### config.mk
export PLATFORM = sky130hd
export DESIGN_NAME = tcs_timer
export DESIGN_NICKNAME = d
export VERILOG_FILES = /design/src/rtl/tcs_pkg.sv /design/src/rtl/tcs_timer.sv /design/src/rtl/tcs_sync.sv /design/src/rtl/tcs_prescale.sv
export SDC_FILE = /design/constraint.sdc
export NUM_CORES = 1
export LEC_CHECK = 0
export BUFFER_PORTS_ARGS = -buffer_cell sky130_fd_sc_hd__buf_2
export CAP_MARGIN = 20
export CORE_MARGIN = 2
export CORE_UTILIZATION = 35
export CTS_BUF_LIST = sky130_fd_sc_hd__clkbuf_8
export DETAILED_ROUTE_END_ITERATION = 16
export PLACE_DENSITY = 0.48
export SYNTH_ARGS = -nofsm -noshare
export SYNTH_HDL_FRONTEND = slang
export SYNTH_SLANG_ARGS = --single-unit
### constraint.sdc
create_clock -name CLK_SYS -period 2.4 [get_ports CLK_SYS]
set_clock_uncertainty 0.05 [all_clocks]
set_input_delay 0.36 -clock CLK_SYS [delete_from_list [all_inputs] [get_ports CLK_SYS]]
set_output_delay 0.36 -clock CLK_SYS [all_outputs]
set_load 0.01 [all_outputs]
### src/rtl/tcs_pkg.sv
// shared constants and types of the sixteen-bit timer/counter
package tcs_pkg;

  // ----------------------------------------------------------------
  // register map (index on the 3-bit address port)
  // ----------------------------------------------------------------
  localparam logic [2:0] ADDR_CNT_LO  = 3'h0;
  localparam logic [2:0] ADDR_CNT_HI  = 3'h1;
  localparam logic [2:0] ADDR_CTRL    = 3'h2;
  localparam logic [2:0] ADDR_GATE    = 3'h3;
  localparam logic [2:0] ADDR_STATUS  = 3'h4;
  localparam logic [2:0] ADDR_MASK    = 3'h5;

  // ----------------------------------------------------------------
  // field layouts
  // ----------------------------------------------------------------
  typedef struct packed {
    logic [1:0] clock_source_field;
    logic [1:0] prescale_field;
    logic       oscillator_enable_bit;
    logic       sync_control_bit;
    logic       rsvd;
    logic       counter_on_bit;
  } tcs_ctrl_t;

  typedef struct packed {
    logic       gate_enable_bit;
    logic       gate_polarity_bit;
    logic [5:0] rsvd;
  } tcs_gate_t;

  localparam logic [7:0] CTRL_RESET   = 8'h00;
  localparam logic [7:0] CTRL_WMASK   = 8'hFD;
  localparam logic [7:0] GATE_RESET   = 8'h00;
  localparam logic [7:0] GATE_WMASK   = 8'hC0;
  localparam logic [7:0] STAT_RESET   = 8'h00;
  localparam logic [7:0] STAT_WMASK   = 8'h01;
  localparam logic [7:0] MASK_RESET   = 8'h00;
  localparam int         STAT_OVF_BIT = 0;

  // ----------------------------------------------------------------
  // clock source codes
  // ----------------------------------------------------------------
  localparam logic [1:0] CS_INSTR = 2'h0;
  localparam logic [1:0] CS_SYS   = 2'h1;
  localparam logic [1:0] CS_EXT   = 2'h2;
  localparam logic [1:0] CS_RSVD  = 2'h3;

  // ----------------------------------------------------------------
  // counts
  // ----------------------------------------------------------------
  localparam logic [1:0]  INSTR_DIV_LAST = 2'h3;
  localparam logic [15:0] CNT_RESET      = 16'h0000;
  localparam logic [15:0] CNT_MAX        = 16'hFFFF;
  localparam logic [2:0]  PRE_RESET      = 3'h0;

endpackage : tcs_pkg

### src/rtl/tcs_timer.sv
// sixteen-bit timer/counter with gate, clock source select, prescaler and crystal driver
//
// Function
// - 16-bit up-counter read/written as two bytes; writes replace live count.
// - on-bit 0 stops; on-bit 1 counts, gated when gate-enable is 1.
// - source 00 instruction clock, 01 system clock, 10 pin or crystal, 11 reserved.
// - internal sources advance the count at prescaled multiples of system clock.
// - system-clock source advances four per instruction cycle.
// - external source counts rising edges while counting is enabled.
// - counter mode needs a falling edge before first counted rising edge.
// - prescale field divides the selected clock by 1, 2, 4 or 8.
// - prescale counter is hidden and cleared by any count byte write.
// - oscillator-enable starts the crystal driver; it runs through sleep.
// - sync-control bit set bypasses synchronisation of the external clock.
// - asynchronous external counting continues in sleep; overflow wakes processor.
// - mode switches between sync and async may drop or add one count.
// - rollover FFFFh to 0000h sets the overflow flag.
// - gated counting proceeds only while gate level equals gate polarity.
`timescale 1ns/100ps
module tcs_timer
  import tcs_pkg::*;
(
  input  wire logic       CLK_SYS,
  input  wire logic       RST,
  input  wire logic [2:0] ADDR,
  input  wire logic [7:0] WDATA,
  input  wire logic       WR,
  input  wire logic       RD,
  output logic      [7:0] RDATA,
  input  wire logic       EXTERNAL_CLOCK_PIN,
  input  wire logic       CRYSTAL_IN_PIN,
  output logic            CRYSTAL_OUT_PIN,
  input  wire logic       GATE_PIN,
  input  wire logic       SLEEP,
  output logic            IRQ
);

  // ----------------------------------------------------------------
  // declarations
  // ----------------------------------------------------------------
  tcs_ctrl_t   ctrl_r, ctrl_nxt;
  tcs_gate_t   gate_r, gate_nxt;
  logic [7:0]  status_r, status_nxt;
  logic [7:0]  mask_r, mask_nxt;
  logic [15:0] count_r, count_nxt;
  logic [7:0]  rdata_r, rdata_nxt;
  logic [1:0]  phase_r, phase_nxt;
  logic        ext_prev_r, ext_prev_nxt;
  logic        arm_r, arm_nxt;
  logic        pend_r, pend_nxt;
  logic        xout_r, xout_nxt;

  logic        pin_q, xtal_q, gate_q;
  logic        ext_level, ext_rise, ext_fall, ext_edge;
  logic        instr_tick;
  logic        src_tick;
  logic        gate_open;
  logic        run;
  logic        tick_gated;
  logic        inc;
  logic        cnt_wr;
  logic        ovf_ev;

  // register-write decode, used by several groups
  function automatic logic wr_hit(input logic we, input logic [2:0] a,
                                  input logic [2:0] target);
    wr_hit = we && (a == target);
  endfunction : wr_hit

  // ----------------------------------------------------------------
  // pin synchronisers
  // ----------------------------------------------------------------
  tcs_sync u_sync_pin (
    .clk  (CLK_SYS),
    .rst  (RST),
    .d_in (EXTERNAL_CLOCK_PIN),
    .q    (pin_q)
  );

  tcs_sync u_sync_xtal (
    .clk  (CLK_SYS),
    .rst  (RST),
    .d_in (CRYSTAL_IN_PIN),
    .q    (xtal_q)
  );

  tcs_sync u_sync_gate (
    .clk  (CLK_SYS),
    .rst  (RST),
    .d_in (GATE_PIN),
    .q    (gate_q)
  );

  // ----------------------------------------------------------------
  // instruction clock: one-cycle enable every fourth system clock
  // ----------------------------------------------------------------
  assign instr_tick = (phase_r == INSTR_DIV_LAST);

  always_comb begin
    phase_nxt = 2'(phase_r + 2'h1);
  end

  always_ff @(posedge CLK_SYS) begin
    if (RST) begin
      phase_r <= 2'h0;
    end else begin
      phase_r <= phase_nxt;
    end
  end

  // ----------------------------------------------------------------
  // external source: edges, arming, synchronised hand-off
  // ----------------------------------------------------------------
  assign cnt_wr    = wr_hit(WR, ADDR, ADDR_CNT_LO) || wr_hit(WR, ADDR, ADDR_CNT_HI);
  assign ext_level = ctrl_r.oscillator_enable_bit ? xtal_q : pin_q;
  assign ext_rise  = ext_level && !ext_prev_r;
  assign ext_fall  = !ext_level && ext_prev_r;
  assign ext_edge  = ext_rise && arm_r;

  always_comb begin
    ext_prev_nxt = ext_level;
    arm_nxt      = arm_r;
    // a falling edge must come before the first counted rise
    if (cnt_wr || !ctrl_r.counter_on_bit) begin
      arm_nxt = 1'b0;
    end else if (ext_fall) begin
      arm_nxt = 1'b1;
    end
    // synchronous mode lands the edge on the next instruction clock
    pend_nxt = pend_r;
    if (instr_tick && !SLEEP) begin
      pend_nxt = 1'b0;
    end
    if (ext_edge && !ctrl_r.sync_control_bit) begin
      pend_nxt = 1'b1;
    end
    if (ctrl_r.sync_control_bit) begin
      pend_nxt = 1'b0;
    end
    // a write or a stop drops an edge still waiting for its tick
    if (cnt_wr || !ctrl_r.counter_on_bit) begin
      pend_nxt = 1'b0;
    end
    // driver pumps the crystal while its input reads low
    xout_nxt = ctrl_r.oscillator_enable_bit && !xtal_q;
  end

  always_ff @(posedge CLK_SYS) begin
    if (RST) begin
      ext_prev_r <= 1'b0;
      arm_r      <= 1'b0;
      pend_r     <= 1'b0;
      xout_r     <= 1'b0;
    end else begin
      ext_prev_r <= ext_prev_nxt;
      arm_r      <= arm_nxt;
      pend_r     <= pend_nxt;
      xout_r     <= xout_nxt;
    end
  end

  assign CRYSTAL_OUT_PIN = xout_r;

  // ----------------------------------------------------------------
  // clock source select, enable and gate
  // ----------------------------------------------------------------
  always_comb begin
    case (ctrl_r.clock_source_field)
      CS_INSTR: src_tick = instr_tick && !SLEEP;
      CS_SYS:   src_tick = !SLEEP;
      CS_EXT: begin
        if (ctrl_r.sync_control_bit) begin
          src_tick = ext_edge;
        end else begin
          src_tick = pend_r && instr_tick && !SLEEP;
        end
      end
      CS_RSVD:  src_tick = 1'b0;
      default:  src_tick = 1'b0;
    endcase
  end

  // gate match: count when level equals polarity
  assign gate_open  = !gate_r.gate_enable_bit ||
                      (gate_q == gate_r.gate_polarity_bit);
  assign run        = ctrl_r.counter_on_bit && gate_open;
  // source ticks that survive the on bit and the gate
  assign tick_gated = src_tick && run;

  tcs_prescale u_prescale (
    .clk      (CLK_SYS),
    .rst      (RST),
    .clear    (cnt_wr),
    .tick_in  (tick_gated),
    .ratio    (ctrl_r.prescale_field),
    .tick_out (inc)
  );

  // ----------------------------------------------------------------
  // count register
  // ----------------------------------------------------------------
  // no rollover flag when a byte write lands in the same cycle
  assign ovf_ev = inc && !cnt_wr && (count_r == CNT_MAX);

  always_comb begin
    count_nxt = count_r;
    // a byte write wins over an increment in the same cycle
    if (cnt_wr) begin
      if (ADDR == ADDR_CNT_LO) begin
        count_nxt[7:0] = WDATA;
      end else begin
        count_nxt[15:8] = WDATA;
      end
    end else if (inc) begin
      count_nxt = 16'(count_r + 16'h0001);
    end
  end

  always_ff @(posedge CLK_SYS) begin
    if (RST) begin
      count_r <= CNT_RESET;
    end else begin
      count_r <= count_nxt;
    end
  end

  // ----------------------------------------------------------------
  // control, status and mask registers
  // ----------------------------------------------------------------
  always_comb begin
    ctrl_nxt   = ctrl_r;
    gate_nxt   = gate_r;
    status_nxt = status_r;
    mask_nxt   = mask_r;
    // write masks keep reserved bits at zero
    if (wr_hit(WR, ADDR, ADDR_CTRL)) begin
      ctrl_nxt = tcs_ctrl_t'(WDATA & CTRL_WMASK);
    end
    if (wr_hit(WR, ADDR, ADDR_GATE)) begin
      gate_nxt = tcs_gate_t'(WDATA & GATE_WMASK);
    end
    if (wr_hit(WR, ADDR, ADDR_MASK)) begin
      mask_nxt = WDATA & STAT_WMASK;
    end
    if (wr_hit(WR, ADDR, ADDR_STATUS)) begin
      status_nxt = status_r & ~(WDATA & STAT_WMASK);
    end
    // set wins over a simultaneous clear
    if (ovf_ev) begin
      status_nxt[STAT_OVF_BIT] = 1'b1;
    end
  end

  always_ff @(posedge CLK_SYS) begin
    if (RST) begin
      ctrl_r   <= tcs_ctrl_t'(CTRL_RESET);
      gate_r   <= tcs_gate_t'(GATE_RESET);
      status_r <= STAT_RESET;
      mask_r   <= MASK_RESET;
    end else begin
      ctrl_r   <= ctrl_nxt;
      gate_r   <= gate_nxt;
      status_r <= status_nxt;
      mask_r   <= mask_nxt;
    end
  end

  // level interrupt, also the wake request while sleeping
  assign IRQ = |(status_r & mask_r);

  // ----------------------------------------------------------------
  // read port: data valid only in the cycle after the strobe
  // ----------------------------------------------------------------
  always_comb begin
    rdata_nxt = 8'h00;
    // unmapped addresses read zero
    if (RD) begin
      case (ADDR)
        ADDR_CNT_LO: rdata_nxt = count_r[7:0];
        ADDR_CNT_HI: rdata_nxt = count_r[15:8];
        ADDR_CTRL:   rdata_nxt = ctrl_r;
        ADDR_GATE:   rdata_nxt = gate_r;
        ADDR_STATUS: rdata_nxt = status_r;
        ADDR_MASK:   rdata_nxt = mask_r;
        default:     rdata_nxt = 8'h00;
      endcase
    end
  end

  always_ff @(posedge CLK_SYS) begin
    if (RST) begin
      rdata_r <= 8'h00;
    end else begin
      rdata_r <= rdata_nxt;
    end
  end

  assign RDATA = rdata_r;

endmodule : tcs_timer

### src/rtl/tcs_sync.sv
// three-stage pin synchroniser that accepts a level once stages two and three agree
`timescale 1ns/100ps
module tcs_sync
  import tcs_pkg::*;
(
  input  wire logic clk,
  input  wire logic rst,
  input  wire logic d_in,
  output logic      q
);

  logic ff1_r, ff2_r, ff3_r, q_r;
  logic q_nxt;

  always_comb begin
    q_nxt = (ff2_r == ff3_r) ? ff3_r : q_r;
  end

  always_ff @(posedge clk) begin
    if (rst) begin
      ff1_r <= 1'b0;
      ff2_r <= 1'b0;
      ff3_r <= 1'b0;
      q_r   <= 1'b0;
    end else begin
      ff1_r <= d_in;
      ff2_r <= ff1_r;
      ff3_r <= ff2_r;
      q_r   <= q_nxt;
    end
  end

  assign q = q_r;

endmodule : tcs_sync

### src/rtl/tcs_prescale.sv
// 2-bit selectable prescaler: divides a tick stream by 1, 2, 4 or 8
`timescale 1ns/100ps
module tcs_prescale
  import tcs_pkg::*;
(
  input  wire logic       clk,
  input  wire logic       rst,
  input  wire logic       clear,
  input  wire logic       tick_in,
  input  wire logic [1:0] ratio,
  output logic            tick_out
);

  logic [2:0] cnt_r;
  logic [2:0] cnt_nxt;
  logic [2:0] last;

  // terminal value of the divider for each ratio code
  function automatic logic [2:0] ratio_last(input logic [1:0] r);
    case (r)
      2'h0:    ratio_last = 3'h0;
      2'h1:    ratio_last = 3'h1;
      2'h2:    ratio_last = 3'h3;
      default: ratio_last = 3'h7;
    endcase
  endfunction : ratio_last

  always_comb begin
    last    = ratio_last(ratio);
    cnt_nxt = cnt_r;
    if (clear) begin
      cnt_nxt = PRE_RESET;
    end else if (tick_in) begin
      cnt_nxt = ((cnt_r & last) == last) ? PRE_RESET : 3'(cnt_r + 3'h1);
    end
  end

  always_ff @(posedge clk) begin
    if (rst) begin
      cnt_r <= PRE_RESET;
    end else begin
      cnt_r <= cnt_nxt;
    end
  end

  assign tick_out = tick_in && !clear && ((cnt_r & last) == last);

endmodule : tcs_prescale

==> results of run 1 <==
==> routing by layer <==
layer / share of wire / track usage / vias to the layer above
met4: 0.0099 / 0.0404 / 0
li1: - / - / 1181
met2: 0.45 / 0.281 / 90
met5: 0 / 0 / -
met1: 0.48 / 0.256 / 1095
met3: 0.064 / 0.0242 / 10
==> registers in the layout, summed over array words and instances, names as in the netlist <==
signal and count:
CRYSTAL_OUT_PIN 1, RDATA 8, arm_r 1, count_r 16, ctrl_r 7, ext_prev_r 1
gate_r 2, mask_r 1, pend_r 1, phase_r 2, status_r 1, u_prescale.cnt_r 3
u_sync_gate.ff1_r 1, u_sync_gate.ff2_r 1, u_sync_gate.ff3_r 1, u_sync_gate.q 1, u_sync_pin.ff1_r 1, u_sync_pin.ff2_r 1
u_sync_pin.ff3_r 1, u_sync_pin.q 1, u_sync_xtal.ff1_r 1, u_sync_xtal.ff2_r 1, u_sync_xtal.ff3_r 1, u_sync_xtal.q 1
==> worst max-delay path, delay by kind of cell (launching register included) <==
family	cells	cell delay, ps
compound gates	4	1190
flops	1	340
mux	1	130
simple gates	1	480
==> metrics by stage <==
step | cells | area (um2) | hold WS, ps | setup TNS, ps | worst slack, ps
floorplan | 307 | 2640 | 349 | 0 | 176
global placement | 435 | 3000 | 361 | 0 | 128
detailed placement | 435 | 3000 | 367 | 0 | 68.4
finish | 445 | 3130 | 190 | 0 | 133
CTS | 443 | 3090 | 182 | 0 | 37.6
global route | 445 | 3130 | 190 | -7.64 | -7.64
==> layout make-up <==
| type | count | area [um2] |
|---|---|---|
| clock buffers | 5 | 68.8 |
| repair buffers | 49 | 323 |
| inverters | 6 | 22.5 |
| clock inverters | 3 | 27.5 |
| flip-flops and latches | 56 | 1120 |
| multi-input cells | 227 | 1440 |
| well taps | 99 | 124 |
| fillers | 767 | 4170 |
==> what timing repair did <==
action                                  in CTS  in global routing
resized for setup                            0                  6
setup buffers                                0                  2
endpoints found under the setup margin       0                 16
endpoints found under the hold margin        0                  0
==> final timing paths <==
path / startpoint / endpoint / depth (start not counted)
setup / recovery: ctrl_r[3]$_SDFFE_PP0P_ / count_r[9]$_SDFFE_PP0P_ / 6
hold / removal: GATE_PIN / u_sync_gate.ff1_r$_SDFF_PP0_ / 2
setup reg to reg: ctrl_r[3]$_SDFFE_PP0P_ / count_r[9]$_SDFFE_PP0P_ / 6
hold reg to reg: phase_r[0]$_SDFF_PP0_ / phase_r[0]$_SDFF_PP0_ / 1
==> kinds of logic (layout without fill, tap and decap cells) <==
logic type                 count (synthesis)  after routing  synth area share
AOI/OAI and AO/OA                         76             76             0.191
xor gates and xnor gates                   1              1           0.00332
adders and majority gates                  3              3            0.0142
buffers and inverters                     24             63            0.0398
DFF                                       56             56             0.424
muxes                                     19             19            0.0862
and+or+nand+nor                          128            128             0.241
==> report_power, final <==
part	leakage (nW)	internal [W]	switching (W)
logic	0.643	0.0000547	0.0000856
clock network	0.0463	0.000215	0.000345
registers	0.455	0.000945	0.0000113
==> cell usage in the layout, fill, tap and decap left out, drive strengths merged, types with 3 or more instances in the layout <==
master,instances
o31ai,3
a31oi,7
dfxtp,56
o31a,4
nand4,5
nand2,29
a21oi,29
nand2b,4
inv,7
nand3,6
nor3,11
ha,3
nor3b,4
nor2,39
o21ai,11
a211oi,3
clkbuf,5
o41ai,3
buf,49
mux2i,16
mux4,3
o32ai,4
nor2b,15
==> out/qor.csv, run 1 <==
stage;metric;value;unit
clocking;CTS Buf Count;5;
clocking;TritonCTS clock tree;done;
clocking;clock sink count;56;
drt;DRT antenna net count;0;
drt;drt first pass iters;5;
sta;Rel. slew slack;0.665;
logic_synthesis;number of synthesized flops with an enable pin;0;
critical_path;Worst Path Class, Setup;reg -> reg;
pwr;VDD IR-drop max;0.340;mV
drt;Vias;2376;
global_route;GRT Resource Usage Total;0.177;
global_route;antenna violations before repair;0;
logic_synthesis;Yosys warnings;0;
critical_path;WP data arrival;2460;ps
critical_path;CP max-delay cell;or4_1;
clocking;clk slew on worst S/H paths;110;ps
clocking;Root Driver;clkbuf_8;
logic_synthesis;ys flop type;dfxtp_1;
drt;DR vias/cell;5.34;
critical_path;CP endpoint kind;flop;
sta;setup violators final;0;
logic_synthesis;sequential-to-total area share from yosys stat;0.424;
floorplan;Initial Util;0.362;
logic_synthesis;Post-Syn Nets;329;
critical_path;r2r setup slk;130;ps
sta;fin crit share;0.945;
sta;final hold violations;0;
logic_synthesis;Synth top area share;0.424;
logic_synthesis;synthesized area;2640;um2
sta;Final Slew Violations;0;
floorplan;row cnt;31;
drt;final WL;7190;um
pwr;Total Power;0.00166;W
drt;# DRC;0;
clocking;worst skew pair latency;320;ps
logic_synthesis;most frequent cell after synthesis;dfxtp_1;
worst_hold_path;Hold Crit Class;in -> reg;
global_route;pin count of the biggest net entering global routing;47;
sta;Achievable Freq;441;MHz
finish;n_diodes;0;
logic_synthesis;Cell variety after synth;50;
drt;WL/cell;16.2;um
sta;crit path time final;2270;ps
clocking;Max clock buf depth;2;
place;IO buf count;28;
finish;Final nets;367;
sta;Worst-Margin Slew;503;ps
floorplan;DIE AREA;8260;um2
floorplan;core area;7290;um2
global_route;number of global-route vias before repair;2212;
drt;drt first-iter violations;180;
floorplan;Ports;29;
pwr;PwrDens;530;nW/um2
logic_synthesis;largest area contributor in the synthesized netlist;dfxtp_1;
clocking;H-tree Lvls;2;
run;max_cap viols;0;
critical_path;Worst path max stage delay;480;ps
global_route;first-pass GRT wire length;11600;um
logic_synthesis;top cells by area, synth;dfxtp_1 (42%), mux2i_1 (6.1%), nor2_1 (5.5%), a21oi_1 (5.5%), nand2_1 (4.1%);
finish;Core Util, Final;0.429;
critical_path;crit path cell chain;mux2i_1 -> or4_1 -> a221o_2 -> o31ai_4 -> a21oi_1 -> a211oi_1;
place;GPL Wtd Cong;0.841;
pwr;Static Leak;1.14;nW
logic_synthesis;fraction of registers with async set/reset;0;
logic_synthesis;Avg Inst Size Synth;8.60;um2
finish;layout cell share with drive strength beyond 1;0.211;
critical_path;Crit Path Max Fanout;7;
logic_synthesis;Mapped Cells;307;
logic_synthesis;Synth top cells by count;dfxtp_1 (56), nor2_1 (39), a21oi_1 (29), nand2_1 (29), mux2i_1 (16);
floorplan;die height;90.9;um
floorplan;Die X;90.9;um
critical_path;CP startpoint kind;flop;
place;hpwl dp;5120;um
finish;area growth from synthesis to layout;18.4;%
global_route;grt total ovfl;0;
logic_synthesis;Seq cells post-synth;56;
critical_path;Worst EP required;2590;ps
status;status;complete, no violations;
clocking;hold_buf cts;0;
Power figures use the tool's default switching activity.
==> run 2, diff against run 1 <==
Settings changed: BUFFER_PORTS_ARGS -buffer_cell sky130_fd_sc_hd__buf_2 to -buffer_cell sky130_fd_sc_hd__buf_4.
==> run 2 against run 1 <==
Against the previous run: hold slack better by 15 ps; final cell count down 0.22%; clock power up 18%; core utilization up 0.74 points; maximum frequency up 1.2%; final area up 1.7%; register-to-register slack better by 30 ps; combinational power up 3%; critical path type unchanged.
==> out/qor.csv, run 2 (synthesis gave the netlist of run 1 again) <==
stage;metric;value;unit;change
status;status;complete, no violations;;unchanged
drt;# DRC;0;;unchanged
floorplan;die height;90.9;um;unchanged
global_route;first-pass GRT wire length;11800;um;was 11,600 um
floorplan;row cnt;31;;unchanged
drt;DRT antenna net count;0;;unchanged
finish;fin cells;444;;was 445
floorplan;Die X;90.9;um;unchanged
place;area of placed instances;3050;um2;was 3000 um2
global_route;grt total ovfl;0;;unchanged
finish;commonest non-fill, non-tap cell in the layout;dfxtp_1;;unchanged
clocking;worst skew pair latency;320;ps;about the same
finish;n_diodes;0;;unchanged
critical_path;Crit Path Max Fanout;7;;unchanged
floorplan;Ports;29;;unchanged
floorplan;Initial Util;0.362;;unchanged
run;max_cap viols;0;;unchanged
pwr;clock power share;0.375;;was 0.338
place;Placed Instances;436;;was 435
place;IO buf count;28;;unchanged
clocking;clock sink count;56;;unchanged
global_route;antenna violations before repair;0;;unchanged
clocking;H-tree Lvls;2;;unchanged
clocking;CTS Buf Count;5;;unchanged
drt;WL/cell;16.4;um;was 16.2 um
critical_path;WP data arrival;2420;ps;was 2460 ps
clocking;Post-CTS Setup Repair Bufs;0;;unchanged
critical_path;CP endpoint kind;flop;;unchanged
pwr;Static Leak;1.16;nW;was 1.14 nW
finish;Core Util, Final;0.436;;was 0.429
pwr;Comb power frac;0.082;;was 0.085
global_route;pin count of the biggest net entering global routing;47;;unchanged
clocking;Max clock buf depth;2;;unchanged
place;hpwl dp;5260;um;was 5120 um
critical_path;RR Startpoint;ctrl_r[3]$_SDFFE_PP0P_;;unchanged
finish;max reg flops;16;;unchanged
sta;crit path time final;2240;ps;was 2270 ps
critical_path;Worst EP required;2580;ps;was 2590 ps
sta;setup violators final;0;;unchanged
worst_hold_path;worst hold start;CRYSTAL_IN_PIN;;was GATE_PIN
global_route;number of global-route vias before repair;2241;;was 2,212
pwr;Sw Ratio;0.235;;was 0.267
sta;RSZ-0062 raised after global routing;false;;
global_route;GRT Resource Usage Total;0.180;;was 0.177
pwr;Sequential Power Share;0.543;;was 0.577
clocking;Root Driver;clkbuf_8;;unchanged
critical_path;CP startpoint kind;flop;;unchanged
finish;Final nets;366;;was 367
clocking;clk slew on worst S/H paths;100;ps;was 110 ps
sta;worst hold slack;205;ps;was 190 ps
pwr;VDD IR-drop max;0.217;mV;was 0.340 mV
finish;layout cell share with drive strength beyond 1;0.200;;was 0.211
critical_path;Critical Path Start;ctrl_r[3]$_SDFFE_PP0P_;;unchanged
sta;Worst-Margin Slew;547;ps;was 503 ps
drt;final WL;7270;um;was 7190 um
sta;setup_tns;0;ps;unchanged
worst_hold_path;Hold Crit Class;in -> reg;;unchanged
floorplan;core area;7290;um2;unchanged
finish;area growth from synthesis to layout;20.4;%;was 18.4%
finish;most frequent cells in the layout;dfxtp_1 (55), buf_4 (48), nor2_1 (39);;was dfxtp_1 (54), nor2_1 (39), nand2_1 (29), a21oi_1 (29), buf_2 (28)
worst_hold_path;hold depth;2;;unchanged
critical_path;Worst Path Class, Setup;reg -> reg;;unchanged
clocking;TritonCTS clock tree;done;;unchanged
drt;DR vias/cell;5.29;;was 5.34
sta;final hold violations;0;;unchanged
drt;drt first pass iters;5;;unchanged
sta;Achievable Freq;446;MHz;was 441 MHz
finish;Top reg by flops;count_r;;unchanged
pwr;Pint;0.00135;W;was 0.00122 W
pwr;NetSw;0.000414;W;was 0.000442 W
floorplan;DIE AREA;8260;um2;unchanged
sta;fin crit share;0.933;;was 0.945
sta;Rel. slew slack;0.635;;was 0.665
critical_path;r2r worst-path depth;6;;unchanged
pwr;PwrDens;554;nW/um2;was 530 nW/um2
finish;post-route cell area;3180;um2;was 3130 um2
drt;drt first-iter violations;168;;was 180
drt;Vias;2348;;was 2,376
place;GPL Wtd Cong;0.889;;was 0.841
sta;Final Slew Violations;0;;unchanged
==> run 2: stage by stage <==
step | total power, W | setup WS, ps
after floorplan | 0.00106 | 176
after global placement | 0.00112 | 110
after detailed placement | 0.00112 | 67.4
after CTS | 0.00178 | 38.5
after global routing | 0.00183 | 16.1
final | 0.00176 | 160
==> run 2: final cells by class <==
type	count	area [um2]
Inverter	6	22.5
Sequential cell	56	1120
Multi-Input combinational cell	227	1430
Timing Repair Buffer	48	360
Clock inverter	2	38.8
Tap cell	99	124
Fill cell	763	4110
Clock buffer	6	82.6
==> run 2: final timing paths <==
path	end	slack, ps
hold reg to reg	phase_r[0]$_SDFF_PP0_	380
setup / recovery	count_r[9]$_SDFFE_PP0P_	160
setup reg to reg	count_r[9]$_SDFFE_PP0P_	160
hold / removal	u_sync_xtal.ff1_r$_SDFF_PP0_	200
==> run 2: worst max-delay path, cell delays in order (launching register included) <==
cell and delay (ps):
dfxtp_1 330, mux2i_1 130, or4_1 470, a221o_2 450, o31ai_4 390, a21oi_1 120
a211oi_1 210
==> run 2: power groups by stage <==
| stage | Combinational (W) | Clock (W) | Sequential (W) |
|---|---|---|---|
| after CTS | 0.000145 | 0.000681 | 0.000958 |
| after global routing | 0.000158 | 0.000710 | 0.000960 |
| after floorplan | 0.0000821 | 0 | 0.000976 |
| after detailed placement | 0.000144 | 0 | 0.000979 |
| final | 0.000144 | 0.000660 | 0.000957 |
| after global placement | 0.000144 | 0 | 0.000979 |
==> run 2: repair_timing <==
item / 4_1_cts / 5_1_grt
endpoints found under the setup margin: 0 / 14
gates resized for setup: 0 / 3
hold buffers: 0 / 0
==> run 2: metal layers <==
metal,vias to the layer above,track usage,share of wire
met1,1087,0.243,0.47
met5,-,0,0
met3,13,0.0267,0.049
met2,66,0.290,0.46
met4,0,0.0707,0.023
li1,1182,-,-
==> run 3, diff against run 2 <==
==> constraint.sdc (replaced) <==
create_clock -name CLK_SYS -period 2.4 [get_ports CLK_SYS]
set_clock_uncertainty 0.05 [all_clocks]
set_input_delay 0.6 -clock CLK_SYS [delete_from_list [all_inputs] [get_ports CLK_SYS]]
set_output_delay 0.6 -clock CLK_SYS [all_outputs]
set_load 0.01 [all_outputs]
==> run 3 against run 2 <==
Against the previous run: clock-buffer cell count down 1; final cell count decreased by 0.68%; clock power fell by 7.1%; first-iteration DRC count decreased by 14%; maximum frequency decreased by 0.83%; critical endpoint is now u_prescale.cnt_r[0]$_SDFFE_PP0N_; largest cell class unchanged.
==> out/qor.csv, run 3 (synthesis gave the netlist of run 1 again) <==
stage;metric;value;unit;change
status;status;complete, no violations;;unchanged
finish;commonest non-fill, non-tap cell in the layout;dfxtp_1;;unchanged
finish;area growth from synthesis to layout;19.7;%;was 20.4%
drt;drt first pass iters;5;;unchanged
sta;Rel. slew slack;0.660;;was 0.635
worst_hold_path;worst hold start;phase_r[0]$_SDFF_PP0_;;was CRYSTAL_IN_PIN
drt;DRT antenna net count;0;;unchanged
global_route;pin count of the biggest net entering global routing;47;;unchanged
worst_hold_path;Hold Crit Class;reg -> reg;;was in -> reg
clocking;TritonCTS clock tree;done;;unchanged
drt;# DRC;0;;unchanged
finish;Core Util, Final;0.434;;was 0.436
critical_path;Worst EP required;2570;ps;was 2580 ps
global_route;antenna violations before repair;0;;unchanged
floorplan;core area;7290;um2;unchanged
sta;Achievable Freq;443;MHz;was 446 MHz
floorplan;row cnt;31;;unchanged
sta;setup_tns;0;ps;unchanged
floorplan;Die X;90.9;um;unchanged
pwr;VDD IR-drop max;0.298;mV;was 0.217 mV
clocking;Root Driver;clkbuf_8;;unchanged
clocking;Post-CTS Setup Repair Bufs;0;;unchanged
finish;max reg flops;16;;unchanged
drt;Vias;2356;;was 2,348
floorplan;die height;90.9;um;unchanged
run;max_cap viols;0;;unchanged
drt;WL/cell;16.1;um;was 16.4 um
clocking;clk slew on worst S/H paths;100;ps;about the same
finish;most frequent cells in the layout;dfxtp_1 (55), buf_4 (44), nor2_1 (39);;was dfxtp_1 (55), buf_4 (48), nor2_1 (39)
global_route;grt total ovfl;0;;unchanged
critical_path;r2r worst-path depth;6;;unchanged
finish;layout cell share with drive strength beyond 1;0.193;;was 0.200
critical_path;CP startpoint kind;flop;;unchanged
clocking;Max clock buf depth;2;;unchanged
sta;Final Slew Violations;0;;unchanged
floorplan;Initial Util;0.362;;unchanged
sta;crit path time final;2260;ps;was 2240 ps
pwr;Total Power;0.00172;W;was 0.00176 W
clocking;hold_buf cts;0;;unchanged
global_route;first-pass GRT wire length;11800;um;about the same
pwr;PwrDens;543;nW/um2;was 554 nW/um2
clocking;H-tree Lvls;2;;unchanged
clocking;worst skew pair latency;310;ps;was 320 ps
drt;DR vias/cell;5.34;;was 5.29
critical_path;Crit Path Max Fanout;6;;was 7
worst_hold_path;hold depth;1;;was 2
place;IO buf count;28;;unchanged
clocking;CTS Buf Count;5;;unchanged
critical_path;r2r setup slk;140;ps;was 160 ps
pwr;Static Leak;1.15;nW;was 1.16 nW
drt;final WL;7120;um;was 7270 um
sta;final hold violations;0;;unchanged
global_route;number of global-route vias before repair;2288;;was 2,241
finish;n_diodes;0;;unchanged
floorplan;DIE AREA;8260;um2;unchanged
sta;Worst-Margin Slew;510;ps;was 547 ps
worst_hold_path;hold endpoint;phase_r[0]$_SDFF_PP0_;;was u_sync_xtal.ff1_r$_SDFF_PP0_
place;area of placed instances;3040;um2;was 3050 um2
sta;setup violators final;0;;unchanged
floorplan;Ports;29;;unchanged
place;GPL Wtd Cong;0.861;;was 0.889
drt;drt first-iter violations;144;;was 168
critical_path;reg2reg end;u_prescale.cnt_r[0]$_SDFFE_PP0N_;;was count_r[9]$_SDFFE_PP0P_
sta;RSZ-0062 raised after global routing;false;;unchanged
finish;post-route cell area;3160;um2;was 3180 um2
clocking;clock sink count;56;;unchanged
finish;Final nets;363;;was 366
global_route;GRT Resource Usage Total;0.177;;was 0.180
critical_path;RR Startpoint;ctrl_r[3]$_SDFFE_PP0P_;;unchanged
critical_path;Worst Path Class, Setup;reg -> reg;;unchanged
critical_path;WP data arrival;2430;ps;was 2420 ps
sta;fin crit share;0.941;;was 0.933
critical_path;CP endpoint kind;flop;;unchanged
finish;Top reg by flops;count_r;;unchanged
place;hpwl dp;5100;um;was 5260 um
==> run 3: what timing repair did <==
item                                    4_1_cts  5_1_grt
resized for setup                             0        6
endpoints found under the hold margin         0        0
endpoints found under the setup margin        0       13
==> run 3: where the power goes <==
| group | switching, W | leakage [nW] | total (W) | internal (W) |
|---|---|---|---|---|
| clock | 0.000307 | 0.0593 | 0.000613 | 0.000306 |
| combinational | 0.0000840 | 0.635 | 0.000145 | 0.0000615 |
| sequential | 0.0000114 | 0.454 | 0.000957 | 0.000945 |
| total | 0.000403 | 1.15 | 0.00172 | 0.00131 |
==> run 3: worst max-delay path, cell delays in order, from the launching register on <==
cell and delay [ps]:
dfxtp_1 330, mux2i_1 140, or4_1 480, a221o_2 440, buf_4 190, or3_1 340, a211oi_1 220
==> run 3: layer usage <==
layer / vias up / share of wire / track usage
met5: - / 0 / 0
met4: 0 / 0.0031 / 0.0379
met3: 5 / 0.058 / 0.0284
met2: 69 / 0.46 / 0.277
met1: 1109 / 0.48 / 0.256
li1: 1173 / - / -
==> run 3: stage by stage <==
step	setup WS [ps]	hold WS (ps)	std cells
5_1_grt	20.0	417	441
4_1_cts	54.9	383	441
2_1_floorplan	147	349	307
6_report	141	380	441
3_3_place_gp	34.7	361	433
3_5_place_dp	8.94	369	433
==> run 3: worst max path at each step <==
stage / startpoint / end / slack, ps / depth (start not counted)
2_1_floorplan: ADDR[2] / count_r[8]$_SDFFE_PP0P_ / 150 / 7
3_3_place_gp: SLEEP / count_r[5]$_SDFFE_PP0P_ / 30 / 6
3_5_place_dp: SLEEP / count_r[5]$_SDFFE_PP0P_ / 9 / 6
4_1_cts: u_sync_xtal.q$_SDFFE_PP0N_ / count_r[2]$_SDFFE_PP0P_ / 50 / 6
5_1_grt: ctrl_r[3]$_SDFFE_PP0P_ / u_prescale.cnt_r[0]$_SDFFE_PP0N_ / 20 / 6
6_report: ctrl_r[3]$_SDFFE_PP0P_ / u_prescale.cnt_r[0]$_SDFFE_PP0N_ / 140 / 6
==> run 3: cell type report <==
type	instances	area, um2
sequential	56	1120
timing repair buffer	45	350
clock inverter	3	38.8
clock buffer	5	68.8
inverter	6	22.5
fill	780	4130
tap	99	124
multi-input combinational	227	1440
